File: config.mk
export PLATFORM = sky130hd
export DESIGN_NAME = tws_top
export DESIGN_NICKNAME = d
export VERILOG_FILES = /design/src/hw/tws_sync2.v /design/src/hw/tws_tick.v /design/src/hw/tws_top.v
export VERILOG_INCLUDE_DIRS = /design/src /design/src/shared
export SDC_FILE = /design/constraint.sdc
export NUM_CORES = 1
export LEC_CHECK = 0
export BUFFER_PORTS_ARGS = -buffer_cell sky130_fd_sc_hd__buf_2
export CORE_MARGIN = 2
export CORE_UTILIZATION = 35
export CTS_CLUSTER_SIZE = 28
export DETAILED_ROUTE_END_ITERATION = 10
export PLACE_DENSITY_LB_ADDON = 0.12
export SLEW_MARGIN = 20
export SYNTH_ARGS = -nofsm -noshare
export SYNTH_HDL_FRONTEND = slang
export SYNTH_SLANG_ARGS = --single-unit
File: constraint.sdc
create_clock -name pclk -period 3.6 [get_ports pclk]
set_input_delay 0.36 -clock pclk [delete_from_list [all_inputs] [get_ports pclk]]
set_output_delay 0.36 -clock pclk [all_outputs]
set_load 0.01 [all_outputs]
File: src/shared/tws_map.vh
`ifndef TWS_MAP_VH
`define TWS_MAP_VH

// ****************************************
// Register offsets (byte addresses)
// ****************************************
`define TWS_CTRL_OFS   8'h00
`define TWS_STAT_OFS   8'h04
`define TWS_DATA_OFS   8'h08
`define TWS_RATE_OFS   8'h0C

// ****************************************
// Control register fields
// ****************************************
`define TWS_FLAG_BIT   7
`define TWS_ACKEN_BIT  6
`define TWS_STA_BIT    5
`define TWS_STO_BIT    4
`define TWS_WCOL_BIT   3
`define TWS_EN_BIT     2

// ****************************************
// Status register fields
// ****************************************
`define TWS_PRE_MSB    1
`define TWS_PRE_LSB    0

// ****************************************
// Reset values
// ****************************************
`define TWS_RATE_RST   8'h18
`define TWS_PRE_RST    2'h0
`define TWS_DATA_RST   8'hFF

// ****************************************
// Status codes, prescaler field zero
// ****************************************
`define TWS_SC_IDLE    8'hF8
`define TWS_SC_START   8'h08
`define TWS_SC_RSTART  8'h10
`define TWS_SC_AW_ACK  8'h18
`define TWS_SC_AW_NACK 8'h20
`define TWS_SC_DT_ACK  8'h28
`define TWS_SC_DT_NACK 8'h30
`define TWS_SC_ARB     8'h38
`define TWS_SC_AR_ACK  8'h40
`define TWS_SC_AR_NACK 8'h48
`define TWS_SC_DR_ACK  8'h50
`define TWS_SC_DR_NACK 8'h58

`endif

File: src/hw/tws_sync2.v
`timescale 1ns/1ns
// ****************************************
// Two-stage synchroniser for pin inputs
// ****************************************
module tws_sync2 #(
  parameter WIDTH = 2
) (
  input  wire             clk,    // sampling clock
  input  wire             rst_n,  // async reset, active low
  input  wire [WIDTH-1:0] d,      // asynchronous input
  output reg  [WIDTH-1:0] q       // synchronised output
);
  reg [WIDTH-1:0] meta;

  // Reset to released-bus level so no false start is seen
  always @(posedge clk or negedge rst_n) begin
    if (!rst_n) begin
      meta <= {WIDTH{1'b1}};
      q    <= {WIDTH{1'b1}};
    end else begin
      meta <= d;
      q    <= meta;
    end
  end
endmodule

File: src/hw/tws_tick.v
`timescale 1ns/1ns
// ****************************************
// Quarter-bit tick generator
// ****************************************
module tws_tick #(
  parameter CW = 16
) (
  input  wire          clk,    // system clock
  input  wire          rst_n,  // async reset, active low
  input  wire          run,    // count while a bus action runs
  input  wire          stall,  // hold count while clock is stretched
  input  wire [CW-1:0] limit,  // tick every limit+1 cycles
  output wire          tick    // one-cycle quarter-bit pulse
);
  reg [CW-1:0] cnt;

  assign tick = run & ~stall & (cnt >= limit);

  always @(posedge clk or negedge rst_n) begin
    if (!rst_n) begin
      cnt <= {CW{1'b0}};
    end else if (!run || tick) begin
      cnt <= {CW{1'b0}};
    end else if (!stall) begin
      cnt <= cnt + {{(CW-1){1'b0}}, 1'b1};
    end
  end
endmodule

File: src/hw/tws_top.v
// Added by the designer: the APB register port and the address map.
`timescale 1ns/1ns
`include "tws_map.vh"
module tws_top (
  input  wire        pclk,      // system clock
  input  wire        presetn,   // async reset, active low
  input  wire        psel,      // APB select
  input  wire        penable,   // APB enable
  input  wire        pwrite,    // APB direction
  input  wire [7:0]  paddr,     // APB byte address
  input  wire [31:0] pwdata,    // APB write data
  output reg  [31:0] prdata,    // APB read data
  output wire        pready,    // APB ready
  output wire        pslverr,   // APB error on unmapped address
  input  wire        scl_in,    // serial clock pin level
  output wire        scl_out,   // serial clock drive value
  output wire        scl_oe_n,  // serial clock drive enable, low drives
  input  wire        sda_in,    // serial data pin level
  output wire        sda_out,   // serial data drive value
  output wire        sda_oe_n,  // serial data drive enable, low drives
  output wire        event_req  // service request toward software
);

  // ****************************************
  // States
  // ****************************************
  localparam ST_IDLE  = 5'b00001;
  localparam ST_START = 5'b00010;
  localparam ST_BIT   = 5'b00100;
  localparam ST_HOLD  = 5'b01000;
  localparam ST_STOP  = 5'b10000;

  // ****************************************
  // Declarations
  // ****************************************
  reg  [4:0]  state;
  reg  [1:0]  phase;
  reg  [3:0]  bitn;
  reg         step_done_flag;
  reg         ack_enable_bit;
  reg         start_request_bit;
  reg         stop_request_bit;
  reg         write_collision_flag;
  reg         interface_enable_bit;
  reg  [1:0]  prescale;
  reg  [7:0]  rate;
  reg  [7:0]  status_code;
  reg  [7:0]  serial_byte_reg;
  reg  [7:0]  shift;
  reg         master_receive_mode;
  reg         is_addr;
  reg         owner;
  reg         nack_seen;
  reg         scl_low;
  reg         sda_low;
  reg         busy;
  reg         sda_q;
  wire [1:0]  pins_s;
  wire        scl_s;
  wire        sda_s;
  wire        tick;
  wire        run;
  wire        stall;
  wire [15:0] qlimit;
  wire        tx_byte;
  wire        intend_one;
  wire        lost;
  wire        acc;
  wire        wr;
  wire        hit_ctrl;
  wire        hit_stat;
  wire        hit_data;
  wire        hit_rate;
  wire        mapped;
  wire        wr_ctrl;
  wire        wr_data;
  reg  [31:0] rdata;

  // ****************************************
  // Pin interface
  // ****************************************
  // Open drain: the value is always low, only the enable moves
  assign scl_out  = 1'b0;
  assign sda_out  = 1'b0;
  assign scl_oe_n = ~scl_low;
  assign sda_oe_n = ~sda_low;

  tws_sync2 #(
    .WIDTH (2)
  ) u_sync (
    .clk   (pclk),
    .rst_n (presetn),
    .d     ({scl_in, sda_in}),
    .q     (pins_s)
  );
  assign scl_s = pins_s[1];
  assign sda_s = pins_s[0];

  // Bus busy tracking from start and stop conditions seen on the lines
  always @(posedge pclk or negedge presetn) begin
    if (!presetn) begin
      sda_q <= 1'b1;
      busy  <= 1'b0;
    end else begin
      sda_q <= sda_s;
      if (scl_s && sda_q && !sda_s) begin
        busy <= 1'b1;
      end else if (scl_s && !sda_q && sda_s) begin
        busy <= 1'b0;
      end
    end
  end

  // ****************************************
  // Bit timing
  // ****************************************
  assign qlimit = {8'h00, rate} << {prescale, 1'b0};
  assign run    = (state == ST_START) || (state == ST_BIT) || (state == ST_STOP);
  // A slave stretching the clock freezes the count until the line rises
  assign stall  = run && (phase == 2'd2) && !scl_low && !scl_s;

  tws_tick #(
    .CW (16)
  ) u_tick (
    .clk   (pclk),
    .rst_n (presetn),
    .run   (run),
    .stall (stall),
    .limit (qlimit),
    .tick  (tick)
  );

  // ****************************************
  // APB slave
  // ****************************************
  assign acc      = psel & penable;
  assign wr       = acc & pwrite;
  assign hit_ctrl = (paddr == `TWS_CTRL_OFS);
  assign hit_stat = (paddr == `TWS_STAT_OFS);
  assign hit_data = (paddr == `TWS_DATA_OFS);
  assign hit_rate = (paddr == `TWS_RATE_OFS);
  assign mapped   = hit_ctrl | hit_stat | hit_data | hit_rate;
  assign wr_ctrl  = wr & hit_ctrl;
  assign wr_data  = wr & hit_data;
  assign pready   = 1'b1;
  assign pslverr  = acc & ~mapped;
  assign event_req = step_done_flag & interface_enable_bit;

  always @* begin
    rdata = 32'h0000_0000;
    if (hit_ctrl) begin
      rdata[`TWS_FLAG_BIT]  = step_done_flag;
      rdata[`TWS_ACKEN_BIT] = ack_enable_bit;
      rdata[`TWS_STA_BIT]   = start_request_bit;
      rdata[`TWS_STO_BIT]   = stop_request_bit;
      rdata[`TWS_WCOL_BIT]  = write_collision_flag;
      rdata[`TWS_EN_BIT]    = interface_enable_bit;
    end else if (hit_stat) begin
      rdata[7:0] = {status_code[7:3], 1'b0, prescale};
    end else if (hit_data) begin
      rdata[7:0] = serial_byte_reg;
    end else if (hit_rate) begin
      rdata[7:0] = rate;
    end
  end

  // Read data is captured in the setup cycle so it stands in the access cycle
  always @(posedge pclk or negedge presetn) begin
    if (!presetn) begin
      prdata <= 32'h0000_0000;
    end else if (psel && !penable && !pwrite) begin
      prdata <= rdata;
    end
  end

  // Software-only control fields
  always @(posedge pclk or negedge presetn) begin
    if (!presetn) begin
      interface_enable_bit <= 1'b0;
      ack_enable_bit       <= 1'b0;
      start_request_bit    <= 1'b0;
      prescale             <= `TWS_PRE_RST;
      rate                 <= `TWS_RATE_RST;
    end else if (wr) begin
      if (hit_ctrl) begin
        interface_enable_bit <= pwdata[`TWS_EN_BIT];
        ack_enable_bit       <= pwdata[`TWS_ACKEN_BIT];
        start_request_bit    <= pwdata[`TWS_STA_BIT];
      end
      if (hit_stat) begin
        prescale <= pwdata[`TWS_PRE_MSB:`TWS_PRE_LSB];
      end
      if (hit_rate) begin
        rate <= pwdata[7:0];
      end
    end
  end

  // ****************************************
  // Byte engine
  // ****************************************
  assign tx_byte    = is_addr | ~master_receive_mode;
  // Released line meant as one: a low reading means another master won
  assign intend_one = !sda_low && ((bitn < 4'd8) ? tx_byte : ~tx_byte);
  assign lost       = intend_one && !sda_s;

  always @(posedge pclk or negedge presetn) begin
    if (!presetn) begin
      state                <= ST_IDLE;
      phase                <= 2'd0;
      bitn                 <= 4'd0;
      step_done_flag       <= 1'b0;
      stop_request_bit     <= 1'b0;
      write_collision_flag <= 1'b0;
      status_code          <= `TWS_SC_IDLE;
      serial_byte_reg      <= `TWS_DATA_RST;
      shift                <= 8'h00;
      master_receive_mode  <= 1'b0;
      is_addr              <= 1'b0;
      owner                <= 1'b0;
      nack_seen            <= 1'b0;
      scl_low              <= 1'b0;
      sda_low              <= 1'b0;
    end else begin
      // Software side; hardware assignments further down win the same cycle
      if (wr_ctrl && pwdata[`TWS_FLAG_BIT]) begin
        step_done_flag <= 1'b0;
      end
      if (wr_ctrl) begin
        stop_request_bit <= pwdata[`TWS_STO_BIT];
      end
      if (wr_data) begin
        if (step_done_flag) begin
          serial_byte_reg      <= pwdata[7:0];
          write_collision_flag <= 1'b0;
        end else begin
          write_collision_flag <= 1'b1;
        end
      end
      if (!interface_enable_bit) begin
        state   <= ST_IDLE;
        phase   <= 2'd0;
        owner   <= 1'b0;
        scl_low <= 1'b0;
        sda_low <= 1'b0;
      end else begin
        case (state)
          ST_IDLE: begin
            phase <= 2'd0;
            if (start_request_bit && !step_done_flag && !busy) begin
              state <= ST_START;
            end
          end
          ST_HOLD: begin
            // Clock held low until software clears the flag
            phase <= 2'd0;
            if (!step_done_flag) begin
              if (stop_request_bit) begin
                state <= ST_STOP;
              end else if (start_request_bit) begin
                state <= ST_START;
              end else begin
                state <= ST_BIT;
                bitn  <= 4'd0;
                shift <= tx_byte ? serial_byte_reg : 8'hFF;
              end
            end
          end
          ST_START: begin
            if (tick) begin
              phase <= phase + 2'd1;
              case (phase)
                2'd0: sda_low <= 1'b0;
                2'd1: scl_low <= 1'b0;
                2'd2: sda_low <= 1'b1;
                default: begin
                  scl_low        <= 1'b1;
                  status_code    <= owner ? `TWS_SC_RSTART : `TWS_SC_START;
                  owner          <= 1'b1;
                  is_addr        <= 1'b1;
                  step_done_flag <= 1'b1;
                  state          <= ST_HOLD;
                end
              endcase
            end
          end
          ST_BIT: begin
            if (tick) begin
              phase <= phase + 2'd1;
              case (phase)
                2'd0: begin
                  if (bitn < 4'd8) begin
                    sda_low <= tx_byte & ~shift[7];
                  end else begin
                    sda_low <= ~tx_byte & ack_enable_bit;
                  end
                end
                2'd1: scl_low <= 1'b0;
                2'd2: begin
                  if (lost) begin
                    scl_low        <= 1'b0;
                    sda_low        <= 1'b0;
                    owner          <= 1'b0;
                    status_code    <= `TWS_SC_ARB;
                    step_done_flag <= 1'b1;
                    state          <= ST_IDLE;
                  end else if (bitn < 4'd8) begin
                    shift <= {shift[6:0], sda_s};
                  end else begin
                    nack_seen <= sda_s;
                  end
                end
                default: begin
                  scl_low <= 1'b1;
                  if (bitn < 4'd8) begin
                    bitn <= bitn + 4'd1;
                  end else begin
                    state          <= ST_HOLD;
                    step_done_flag <= 1'b1;
                    is_addr        <= 1'b0;
                    if (is_addr) begin
                      master_receive_mode <= serial_byte_reg[0];
                      if (serial_byte_reg[0]) begin
                        status_code <= nack_seen ? `TWS_SC_AR_NACK : `TWS_SC_AR_ACK;
                      end else if (nack_seen) begin
                        status_code <= `TWS_SC_AW_NACK;
                      end else begin
                        status_code <= `TWS_SC_AW_ACK;
                      end
                    end else if (master_receive_mode) begin
                      serial_byte_reg <= shift;
                      status_code     <= nack_seen ? `TWS_SC_DR_NACK : `TWS_SC_DR_ACK;
                    end else if (nack_seen) begin
                      status_code <= `TWS_SC_DT_NACK;
                    end else begin
                      status_code <= `TWS_SC_DT_ACK;
                    end
                  end
                end
              endcase
            end
          end
          ST_STOP: begin
            if (tick) begin
              phase <= phase + 2'd1;
              case (phase)
                2'd0: sda_low <= 1'b1;
                2'd1: scl_low <= 1'b0;
                2'd2: sda_low <= 1'b0;
                default: begin
                  // A pending start request restarts from idle once free
                  owner       <= 1'b0;
                  status_code <= `TWS_SC_IDLE;
                  state       <= ST_IDLE;
                  if (!(wr_ctrl && pwdata[`TWS_STO_BIT])) begin
                    stop_request_bit <= 1'b0;
                  end
                end
              endcase
            end
          end
          default: begin
            state <= ST_IDLE;
          end
        endcase
      end
    end
  end

endmodule

* Word level (Yosys, flattened, before mapping) *
Cells that the tools add are included.

operators by class
  add/sub/neg operators = 3
  order comparisons = 2
  equality and inequality tests = 48
  shifts and indexed selects = 1
  muxes and demuxes = 115
  bitwise logic cells = 24
  reductions and logical operators = 53

operators with widths
  operator               number
  $mux 8                 28
  $mux 5                 13
  $mux 1                 38
  $ne 3x3->1 const B     11
  $mux 16                2
  $mux 4                 8
  $pmux 8 s2             2
  $reduce_and 8->1       4
  $pmux 5 s5             1
  $pmux 8 s3             1
  $ne 2x2->1 const B     10
  $reduce_and 10->1      2
  $ne 3x2->1 const B     6
  $add 16x1->16 const B  1
  $eq 8x4->1 const B     2
  $ge 16x16->1           1
  $shl 8x3->16           1
  $logic_and 1x1->1      15
  $mux 7                 2
  $pmux 1 s2             7
  $mux 6                 2
  $ne 4x2->1 const B     3
  $pmux 1 s3             4
  $reduce_and 6->1       2
  other kinds (33)       80

storage, ports and cells
  register bits = 87
  output and inout port bits = 39
  word-level logic and storage cells = 272

* Logic depth before layout (Yosys ltp) *
Gate-level depths: netlist of the first run.

  word-level depth = 12
  depth in mapped cells = 14

* Cells and area by module *
Synthesis of the first run repeated with hierarchy kept, for this count alone.

unflattened totals
  cells, all modules = 604
  area total of the unflattened synthesis = 5609.1 um^2

modules (own cells, without submodules)
  module     times used  cells an instance  area an instance (um^2)  seq. area each (um^2)
  tws_top    1           462                4166.5                   1622.8
  tws_tick   1           138                1337.5                   400.4
  tws_sync2  1           4                  105.1                    105.1

* Worst setup path after synthesis of the first run *
Ideal clock, no wire load.

  path kind = register -> register
  from = register prescale[0]
  to = register status_code[4]
  setup time = 0.082 ns
  data arrival time = 2.978 ns
  data required time = 3.518 ns
  slack = 0.540 ns
  cell stages (with the launch flop) = 12
  buffers on the path = 3
  period minus slack after synthesis = 3.060 ns
  cells stage by stage = dfrtp_1 > clkbuf_1 > clkbuf_1 > nand3_1 > ha_1 > nand4_1 > nor4_1 > o211ai_1 > and2_1 > buf_2 > nor4_4 > mux2_2

on the way
  longest elaborated chain between the ends = 5
  elaborated cells on any way between the ends = 7
  those cells by class = 1 x order compare; 3 x eq/ne; 1 x shift; 1 x bitwise; 1 x reduce/logical

ends and longest elaborated chain
  element                        line           RTL
  start, declared                tws_top.v:45   reg [1:0] prescale;
  start signal, assigned         tws_top.v:182  prescale <= `TWS_PRE_RST;
  start signal, assigned         tws_top.v:191  prescale <= pwdata[`TWS_PRE_MSB:`TWS_PRE_LSB];
  $shl 8x3->16 *                 tws_top.v:117  assign qlimit = {8'h00, rate} << {prescale, 1'b0};
  $ge 16x16->1 *                 tws_tick.v:17  assign tick = run & ~stall & (cnt >= limit);
  $and 1x1->1 *                  tws_tick.v:17
  $ne 2x1->1 (no line)           --
  $reduce_and 10->1 (no line) *  --
  end signal, assigned           tws_top.v:215  status_code <= `TWS_SC_IDLE;
  end signal, assigned           tws_top.v:278  status_code <= owner ? `TWS_SC_RSTART : `TWS_SC_START;
  end signal, assigned           tws_top.v:304  status_code <= `TWS_SC_ARB;
  end, declared                  tws_top.v:47   reg [7:0] status_code;

Every way passes the cells marked *; elsewhere a longest branch is shown, timed or not.
A chain may end at the register's enable or synchronous reset.

* Worst setup path after layout of the first run *
  from = register prescale[1]
  to = register u_tick.cnt[6]

on the way
  longest elaborated chain between the ends = 5
  elaborated cells on any way between the ends = 6
  those cells by class = 1 x order compare; 1 x eq/ne; 1 x shift; 1 x mux; 1 x bitwise; 1 x reduce/logical

ends and longest elaborated chain
  element                                          line           RTL
  $shl 8x3->16 *                                   tws_top.v:117
  $ge 16x16->1 *                                   tws_tick.v:17
  $and 1x1->1 *                                    tws_tick.v:17
  $logic_or 1x1->1 *                               tws_tick.v:22  end else if (!run || tick) begin
  $ne 2x2->1 (no line) or $mux 16 (tied branches)  --
  end signal, assigned                             tws_tick.v:21  cnt <= {CW{1'b0}};
  end signal, assigned                             tws_tick.v:23  cnt <= {CW{1'b0}};
  end signal, assigned                             tws_tick.v:25  cnt <= cnt + {{(CW-1){1'b0}}, 1'b1};
  end, declared                                    tws_tick.v:15  reg [CW-1:0] cnt;

Marked as above.

==> results of run 1 <==
## power by group
part | switching (mW) | total [mW] | internal, mW | leakage (nW)
registers | 0.0109 | 0.967 | 0.957 | 1.09
clock network | 0.401 | 0.963 | 0.561 | 0.147
logic | 0.0716 | 0.105 | 0.0331 | 1.26
## routing by layer
metal / vias to the layer above / part of all wire
li1: 2036 / -
met1: 2061 / 0.47
met2: 127 / 0.46
met3: 16 / 0.048
met4: 0 / 0.015
met5: - / 0
## final cells by class
cell class / instances / area share
Tap cell: 188 / 0.0397
Sequential cell: 84 / 0.359
Multi-Input combinational cell: 429 / 0.489
Timing Repair Buffer: 49 / 0.0481
Clock inverter: 5 / 0.0101
Clock buffer: 11 / 0.0410
Inverter: 21 / 0.0133
## cells by family (layout without fill, tap and decap cells)
group                      Yosys count  in the layout  synth area share
and+or+nand+nor                    203            203             0.190
AOI/OAI and AO/OA                  108            108             0.137
DFF                                 84             84             0.398
buffers and inverters               76             86            0.0777
muxes                               53             53             0.117
adders and majority gates           23             23            0.0538
xor gates and xnor gates            15             15            0.0246
other                                2             27           0.00140
## synth_stat cells, types with 6 or more instances
cell type and number:
o221ai_1 7, mux2i_1 24, o21ai_0 25, nand2_1 55, nor2_1 55, clkbuf_1 15
buf_2 8, buf_4 29, mux2_2 20, nor3_1 8, inv_1 21, xor2_1 12
nand4_1 6, dfstp_2 21, ha_1 23, o22a_1 6, dfrtp_1 63, a21oi_1 27
nand3_1 33
## per-stage QoR
step	util	instance area, um2
3_5_place_dp	0.373	5620
5_1_grt	0.393	5930
3_3_place_gp	0.373	5620
2_1_floorplan	-	5440
4_1_cts	0.393	5930
6_report	0.393	5930
## worst paths after layout
kind / start / endpoint / slack, ns / cells after the start
setup / recovery: prescale[1] / u_tick.cnt[6] / 0.31 / 10
hold / removal: presetn / shift[1] / 0.09 / 1
setup reg to reg: prescale[1] / u_tick.cnt[6] / 0.31 / 10
hold reg to reg: u_sync.meta[0] / u_sync.q[0] / 0.36 / 0
max in group asynchronous: presetn / sda_q / 2.59 / 2
min in group pclk: sda_in / u_sync.meta[0] / 0.11 / 1
==> impl_metrics.tcl, run 1 <==
set metrics [dict create \
    status "completed" \
    crit_slowest_cell "dfrtp_1" \
    hpwl_um 10200 \
    cts_tree "done" \
    fp.dieW_um 128 \
    cts_buffer_depth 2 \
    detail_route.wl_per_cell_um 17.3 \
    slew_violations 0 \
    rsz0062_at_grt "false" \
    synth_top_area_cell "dfrtp_1" \
    fmax_mhz 304 \
    route.detailed.drc 0 \
    final_common_cell "dfrtp_1" \
    yosysWarnings 0 \
    htreeDepth 3 \
    syn_to_final_growth_pct 10.9 \
    fin_tns_setup_ns 0 \
    powerDensity_nw_per_um2 343 \
    grt_use_met2 0.286 \
    synth-seq-cells 84 \
    worst_pin_slew_ns 0.813 \
    critical_path_arrival_ns 3.55 \
    multi_input_area_um2 2900 \
    port_buffers 34 \
    synth_edf_count 0 \
    largest_reg_flops 16 \
    nets 664 \
    synth_top_flop_cell "dfrtp_1" \
    irDropWorstVdd_v 0.000277 \
    postCtsHoldBufs 0 \
    finalCriticalPeriod_ns 3.29 \
    n_antenna_cell 0 \
    total_leakage_power_nw 2.50 \
    synth_cells 564 \
    cts_num_sinks 84 \
    antenna_found_initial 0 \
    worstSkewPairLatency_ns 0.34 \
    synthArstFlopShare 1.00 \
    yosysSeqAreaShare 0.398 \
    max_stage_delay_ns 0.67 \
    vias 4240 \
    synth_cell_types 71 \
    maxCapViolCount 0 \
    num_rows 45 \
    required_ns 3.86 \
    grt_pass1_wl_um 22900 \
    synthTopCellsByArea "dfrtp_1 (29%), dfstp_2 (10%), ha_1 (5.4%)" \
    use_met1 0.244 \
    crit_type "flop to flop" \
    io_pins 86 \
    dieArea_um2 16300 \
    setup_viol 0 \
    crit_buf_inv 1 \
    place.gp.congestion 0.828 \
    final_antenna_net_count 0 \
    core_um2 15100 \
    cp-end-kind "flop" \
    drt_iter0_drc 288 \
    grt_max_degree 62 \
    start_util 0.354 \
    syn_avg_cell_area_um2 9.48 \
    final.setup_skew_ns 0.0118 \
    post_cts_buffers 0 \
    numCtsBuffers 9 \
    post-route-period-util 0.914 \
    crit_fanout 17 \
    routed_wirelength_um 13600 \
    dp_slack_ns 0.311 \
    drive_above_1_share 0.212 \
    gr-total-overflow 0 \
    start_kind "flop" \
    die_h_um 128 \
    fin_ws_ns 0.311 \
    busiest_layer "met2" \
    finalPower_mw 2.03 \
    final_cells 787 \
    grtUsageMet3 0.0348 \
    final_cell_mix "dfrtp_1 (63), nand2_1 (55), nor2_1 (55)" \
    synth_top_area_frac 0.295 \
    max_flop_register "u_tick.cnt" \
    cts_resized 0 \
    slew-limit-headroom 0.458 \
    clk_pin_slew_ns 0.07 \
    grt_pass1_vias 4330 \
    syn_area_um2 5350 \
    placed_cells 771 \
    cp_top_family "compound AO/OA/AOI/OAI gates" \
    path_cells "mux2_2 -> o21ai_0 -> ha_1 -> a21oi_1 -> o21ai_0 -> a221oi_1 -> buf_4 -> nand2_1 -> or4_1 -> a21oi_1" \
    grt_util_all_layers 0.179 \
    first_pass_iters 4 \
    finalHoldViolations 0 \
    hold_class "input pin to async pin" \
    seqCellArea_um2 2130 \
    via_per_inst 5.39 \
    nFillCells 1525 \
    hold_ws_ns 0.0922 \
    cts-root-buf "clkbuf_16" \
]
(Power assumes the default switching activity.)
==> inputs of run 2 (changes only) <==
- ABC_AREA: unset -> 1
- CORE_MARGIN: 2 -> unset
==> run 2 against run 1 <==
Clock skew down 0.0056 ns; cell count grew 29%; final area up 3.5%; total power is 38% higher; global-route usage rose by 0.35 points; worst hold slack improved by 0.017 ns; clock-buffer cell count decreased by 2; combinational power grew to 6.5 times the previous value; largest cell class unchanged.
==> impl_metrics.tcl, run 2 <==
set metrics [dict create \
    htreeDepth 3 \
    postCtsHoldBufs 0 \
    start_kind "flop" \
    n_antenna_cell 0 \
    maxCapViolCount 0 \
    hpwl_um 10500 \
    powerDensity_nw_per_um2 458 \
    place.gp.congestion 0.833 \
    syn_avg_cell_area_um2 7.27 \
    synth_top_area_frac 0.280 \
    finalCriticalPeriod_ns 2.97 \
    required_ns 3.84 \
    final_antenna_net_count 0 \
    max_flop_register "u_tick.cnt" \
    critical_path_arrival_ns 3.21 \
    route.detailed.drc 0 \
    first_pass_iters 5 \
    setup_viol 0 \
    die_h_um 129 \
    synth_top_area_cell "dfrtp_1" \
    syn_area_um2 5630 \
    finalPower_mw 2.81 \
    antenna_found_initial 0 \
    synth.top_cells.by_count "nand2_1 (198), inv_1 (91), o21ai_0 (80)" \
    synthArstFlopShare 1.00 \
    fmax_mhz 336 \
    cts_tree "done" \
    gr-total-overflow 0 \
    rsz0062_at_grt "false" \
    io_pins 86 \
    nFillCells 1650 \
    detail_route.wl_per_cell_um 13.9 \
    cp-end-kind "flop" \
    via_per_inst 4.82 \
    total_leakage_power_nw 3.19 \
    dieArea_um2 16600 \
    fin_tns_setup_ns 0 \
    largest_reg_flops 16 \
    synthTopCellsByArea "dfrtp_1 (28%), nand2_1 (13%), dfstp_2 (9.8%)" \
    synth.most_common_cell "nand2_1" \
    nets 867 \
    num_rows 45 \
    syn_to_final_growth_pct 8.96 \
    synth_edf_count 0 \
    final.setup_skew_ns 0.00624 \
    cts_buffer_depth 2 \
    hold_ws_ns 0.109 \
    worst_pin_slew_ns 0.954 \
    drive_above_1_share 0.147 \
    start_util 0.365 \
    post-route-period-util 0.826 \
    cts-root-buf "clkbuf_16" \
    cts_num_sinks 84 \
    slew_violations 0 \
    clk_pin_slew_ns 0.06 \
    seqCellArea_um2 2130 \
    vias 4884 \
    yosysWarnings 0 \
    final_cell_mix "nand2_1 (198), inv_1 (91), o21ai_0 (80)" \
    drt_iter0_drc 277 \
    crit_type "flop to flop" \
    post_cts_buffers 0 \
    yosysSeqAreaShare 0.378 \
    dp_slack_ns 0.606 \
    synth_cell_types 45 \
    slew-limit-headroom 0.364 \
    hold_class "input pin to flop" \
    irDropWorstVdd_v 0.000253 \
    final_common_cell "nand2_1" \
    grt_max_degree 73 \
    crit_fanout 17 \
    numCtsBuffers 9 \
    synth-seq-cells 84 \
    cts_resized 0 \
    worstSkewPairLatency_ns 0.35 \
    synth_top_flop_cell "dfrtp_1" \
    grt_util_all_layers 0.182 \
    port_buffers 34 \
    fin_ws_ns 0.628 \
    status "completed" \
    core_um2 15400 \
    routed_wirelength_um 14100 \
    grt_pass1_wl_um 23400 \
    final_util 0.398 \
    grt_pass1_vias 4742 \
    multi_input_area_um2 2870 \
    fp.dieW_um 129 \
    finalHoldViolations 0 \
    synth_cells 775 \
]
## run 2: changes by cell type in the layout (fill, tap and decap cells not counted), moves of 9 or more
| cell | delta |
|---|---|
| nand2_2 | +9 |
| nor2_1 | +17 |
| nand2_1 | +143 |
| buf_4 | -11 |
| o21ai_0 | +55 |
| inv_1 | +70 |
| nand4_1 | +13 |
| mux2_2 | -17 |
| mux2i_1 | -24 |
## run 2: path summary, 6_finish.rpt
kind                             endpoint            from  slack (ns)  depth (start not counted)
max                               bitn[2]     prescale[0]        0.63                         18
min                        u_sync.meta[1]          scl_in        0.11                          1
max reg2reg                       bitn[2]     prescale[0]        0.63                         18
min reg2reg                   u_sync.q[1]  u_sync.meta[1]        0.36                          0
max in group asynchronous        state[0]         presetn        2.64                          2
min in group asynchronous         rate[1]         presetn        0.15                          1
## run 2: area by class of cell
| type | count | area share |
|---|---|---|
| timing repair buffer | 38 | 0.0330 |
| multi-input combinational | 566 | 0.468 |
| tap | 211 | 0.0430 |
| clock buffer | 9 | 0.0367 |
| clock inverter | 7 | 0.0120 |
| sequential | 84 | 0.347 |
| inverter | 98 | 0.0600 |
## run 2: routing by layer
| metal | global-route usage | routed length [um] | up-vias | part of all wire |
|---|---|---|---|---|
| li1 | - | - | 2480 | - |
| met1 | 0.233 | 6600 | 2272 | 0.47 |
| met2 | 0.310 | 6700 | 118 | 0.48 |
| met3 | 0.0420 | 654 | 14 | 0.046 |
| met4 | 0.0457 | 136 | 0 | 0.0097 |
| met5 | 0 | 0 | - | 0 |
## run 2: power by group
group | switching [mW] | internal, mW
logic | 0.462 | 0.223
registers | 0.0973 | 1.07
clock network | 0.412 | 0.543
## run 2: cell families (layout without fill, tap and decap cells)
family                   Yosys count  count (layout)  synth area share
AO/OA/AOI/OAI                    129             129             0.122
XOR/XNOR                           8               8            0.0124
adder cells (fa/ha/maj)           23              23            0.0511
buffers and inverters            150             152             0.128
flip-flops                        84              84             0.378
multiplexers                       3               3           0.00600
other                              2              27           0.00133
AND/OR/NAND/NOR                  376             376             0.300
## run 2: critical path, stage by stage (launching register included)
cell	delay, ns
dfrtp_1	0.61
inv_1	0.17
nand2_1	0.09
nand2_1	0.07
o21ai_0	0.21
ha_1	0.19
nand2_1	0.05
inv_1	0.06
nand2_1	0.06
nor2_1	0.11
nor2_1	0.05
nand2_1	0.08
nand2_1	0.05
nand2_1	0.27
nand2_4	0.15
nand2_2	0.25
nand3_1	0.21
nand2_1	0.12
nand2_1	0.05
## run 2: through the flow
step,instances,cell area (um2)
2_1_floorplan,800,5720
3_3_place_gp,997,5840
3_5_place_dp,997,5840
4_1_cts,1013,6130
5_1_grt,1013,6130
6_report,1013,6130
==> inputs of run 3 (changes only) <==
- clock period: 3.6 -> 2.45 ns (I/O delays scaled with it)
==> run 3 against run 2 <==
Worst hold slack better by 0.054 ns; die area did not move; register-to-register slack got worse by 0.61 ns; clock skew is 0.0013 ns higher; flip-flop and latch count is the same; utilization up 4.1 points; critical endpoint is now nack_seen.
==> impl_metrics.tcl, run 3 (synthesis results as in run 2) <==
set metrics [dict create \
    fp.dieW_um 129 \
    hold_class "input pin to flop" \
    dieArea_um2 16600 \
    cts-root-buf "clkbuf_16" \
    irDropWorstVdd_v 0.000521 \
    final_cell_mix "nand2_1 (179), inv_1 (85), nor2_1 (70)" \
    routed_wirelength_um 15200 \
    start_kind "flop" \
    post-route-period-util 0.994 \
    critical_path_arrival_ns 2.72 \
    powerDensity_nw_per_um2 659 \
    place.gp.congestion 0.873 \
    hpwl_um 10900 \
    crit_slowest_cell "dfrtp_2" \
    crit_type "flop to flop" \
    n_antenna_cell 0 \
    via_per_inst 4.82 \
    gr-total-overflow 0 \
    grt_pass1_vias 4776 \
    setup_viol 0 \
    htreeDepth 3 \
    fmax_mhz 411 \
    max_flop_register "u_tick.cnt" \
    vias 5047 \
    finalCriticalPeriod_ns 2.44 \
    cts_num_sinks 84 \
    crit_fanout 8 \
    detail_route.wl_per_cell_um 14.5 \
    worstSkewPairLatency_ns 0.35 \
    worst_pin_slew_ns 0.745 \
    num_rows 45 \
    status "completed" \
    rsz0062_at_grt "true" \
    grt_max_degree 40 \
    core_um2 15400 \
    io_pins 86 \
    grt_util_all_layers 0.192 \
    start_util 0.365 \
    first_pass_iters 5 \
    total_leakage_power_nw 3.41 \
    route.detailed.drc 0 \
    die_h_um 129 \
    maxCapViolCount 0 \
    path_cells "nand2_1 -> o21ai_1 -> or2_2 -> ha_1 -> nand2_1 -> nor3_1 -> nand2_2 -> nand2_4 -> nand2_8 -> buf_4 -> o21ai_0 -> o21ai_1 -> inv_1" \
    largest_reg_flops 16 \
    finalPower_mw 4.47 \
    slew_violations 0 \
    final.setup_skew_ns 0.00752 \
    max_stage_delay_ns 0.47 \
    nFillCells 1607 \
    final_util 0.439 \
    port_buffers 34 \
    syn_to_final_growth_pct 20.3 \
    required_ns 2.74 \
    cts_buffer_depth 2 \
    clk_pin_slew_ns 0.06 \
    finalHoldViolations 0 \
    final_antenna_net_count 0 \
    final_common_cell "nand2_1" \
    cp-end-kind "flop" \
    antenna_found_initial 0 \
    nets 902 \
    grt_pass1_wl_um 24700 \
    drt_iter0_drc 275 \
    cts_tree "done" \
    drive_above_1_share 0.233 \
    numCtsBuffers 9 \
    slew-limit-headroom 0.503 \
]
==> run 3: changes by cell type in the layout (fill, tap and decap cells not counted), sizes merged <==
cell / delta
bufinv: +1
inv: -4
buf: +27
clkbuf: +2
nand4: +1
dlygate4sd3: +3
nand2: +3
clkinvlp: +2
==> run 3: power breakdown <==
| part | total, mW | switching [mW] | internal (mW) |
|---|---|---|---|
| Sequential | 1.72 | 0.146 | 1.57 |
| Combinational | 1.24 | 0.815 | 0.429 |
| Clock | 1.50 | 0.577 | 0.925 |
==> run 3: critical path, delay by kind of cell, from the launching register on <==
family / cells / cell delay (ns)
DFF: 1 / 0.47
AOI/OAI and AO/OA: 3 / 0.32
adders and majority gates: 1 / 0.31
buffers and inverters: 2 / 0.23
and+or+nand+nor: 7 / 1.04
==> run 3: area by class of cell <==
class                           count  area, um2  share of cell area
Inverter                           98        372              0.0549
Multi-Input combinational cell    570       3180               0.470
Clock buffer                       11        243              0.0358
Tap cell                          211        264              0.0390
Clock inverter                      5       85.1              0.0126
Timing Repair inverter              1       7.51             0.00111
Timing Repair Buffer               68        492              0.0726
Sequential cell                    84       2130               0.315
==> run 3: what timing repair did <==
action | CTS | global route
buffers inserted | 1 | 4
pin swaps | 2 | 33
hold endpoints to repair | 31 | 0
setup endpoints to repair | 49 | 56
gates cloned | 1 | 4
hold buffers | 3 | 0
gates resized for setup | 17 | 69
==> run 3: metal layers <==
layer	vias up	track usage	routed length [um]
met5	-	0	0
met4	0	0.0464	110
met3	10	0.0412	638
met2	104	0.321	7480
met1	2365	0.254	6950
li1	2568	-	-
==> run 3: worst paths after layout <==
kind                                to  slack (ns)  cells past startpoint            from
max reg2reg                  nack_seen        0.01                     13     prescale[0]
max in group asynchronous  u_sync.q[1]        1.37                      3         presetn
min                            rate[3]        0.16                      2       pwdata[3]
min in group asynchronous    prdata[0]        0.43                      2         presetn
max                          nack_seen        0.01                     13     prescale[0]
min reg2reg                u_sync.q[0]        0.36                      0  u_sync.meta[0]
==> run 3: metrics by stage <==
step	std cells	worst slack, ns	TNS, ns	hold slack [ns]	instance area, um2
global route	1048	-0.143	-5.15	0.165	6770
CTS	1040	-0.00331	-0.00331	0.154	6440
floorplan	800	0.00812	0	-0.0506	5720
finish	1048	0.0150	0	0.163	6770
global placement	1019	-0.129	-2.67	0.267	6010
detailed placement	1019	-0.203	-5.30	0.272	6010
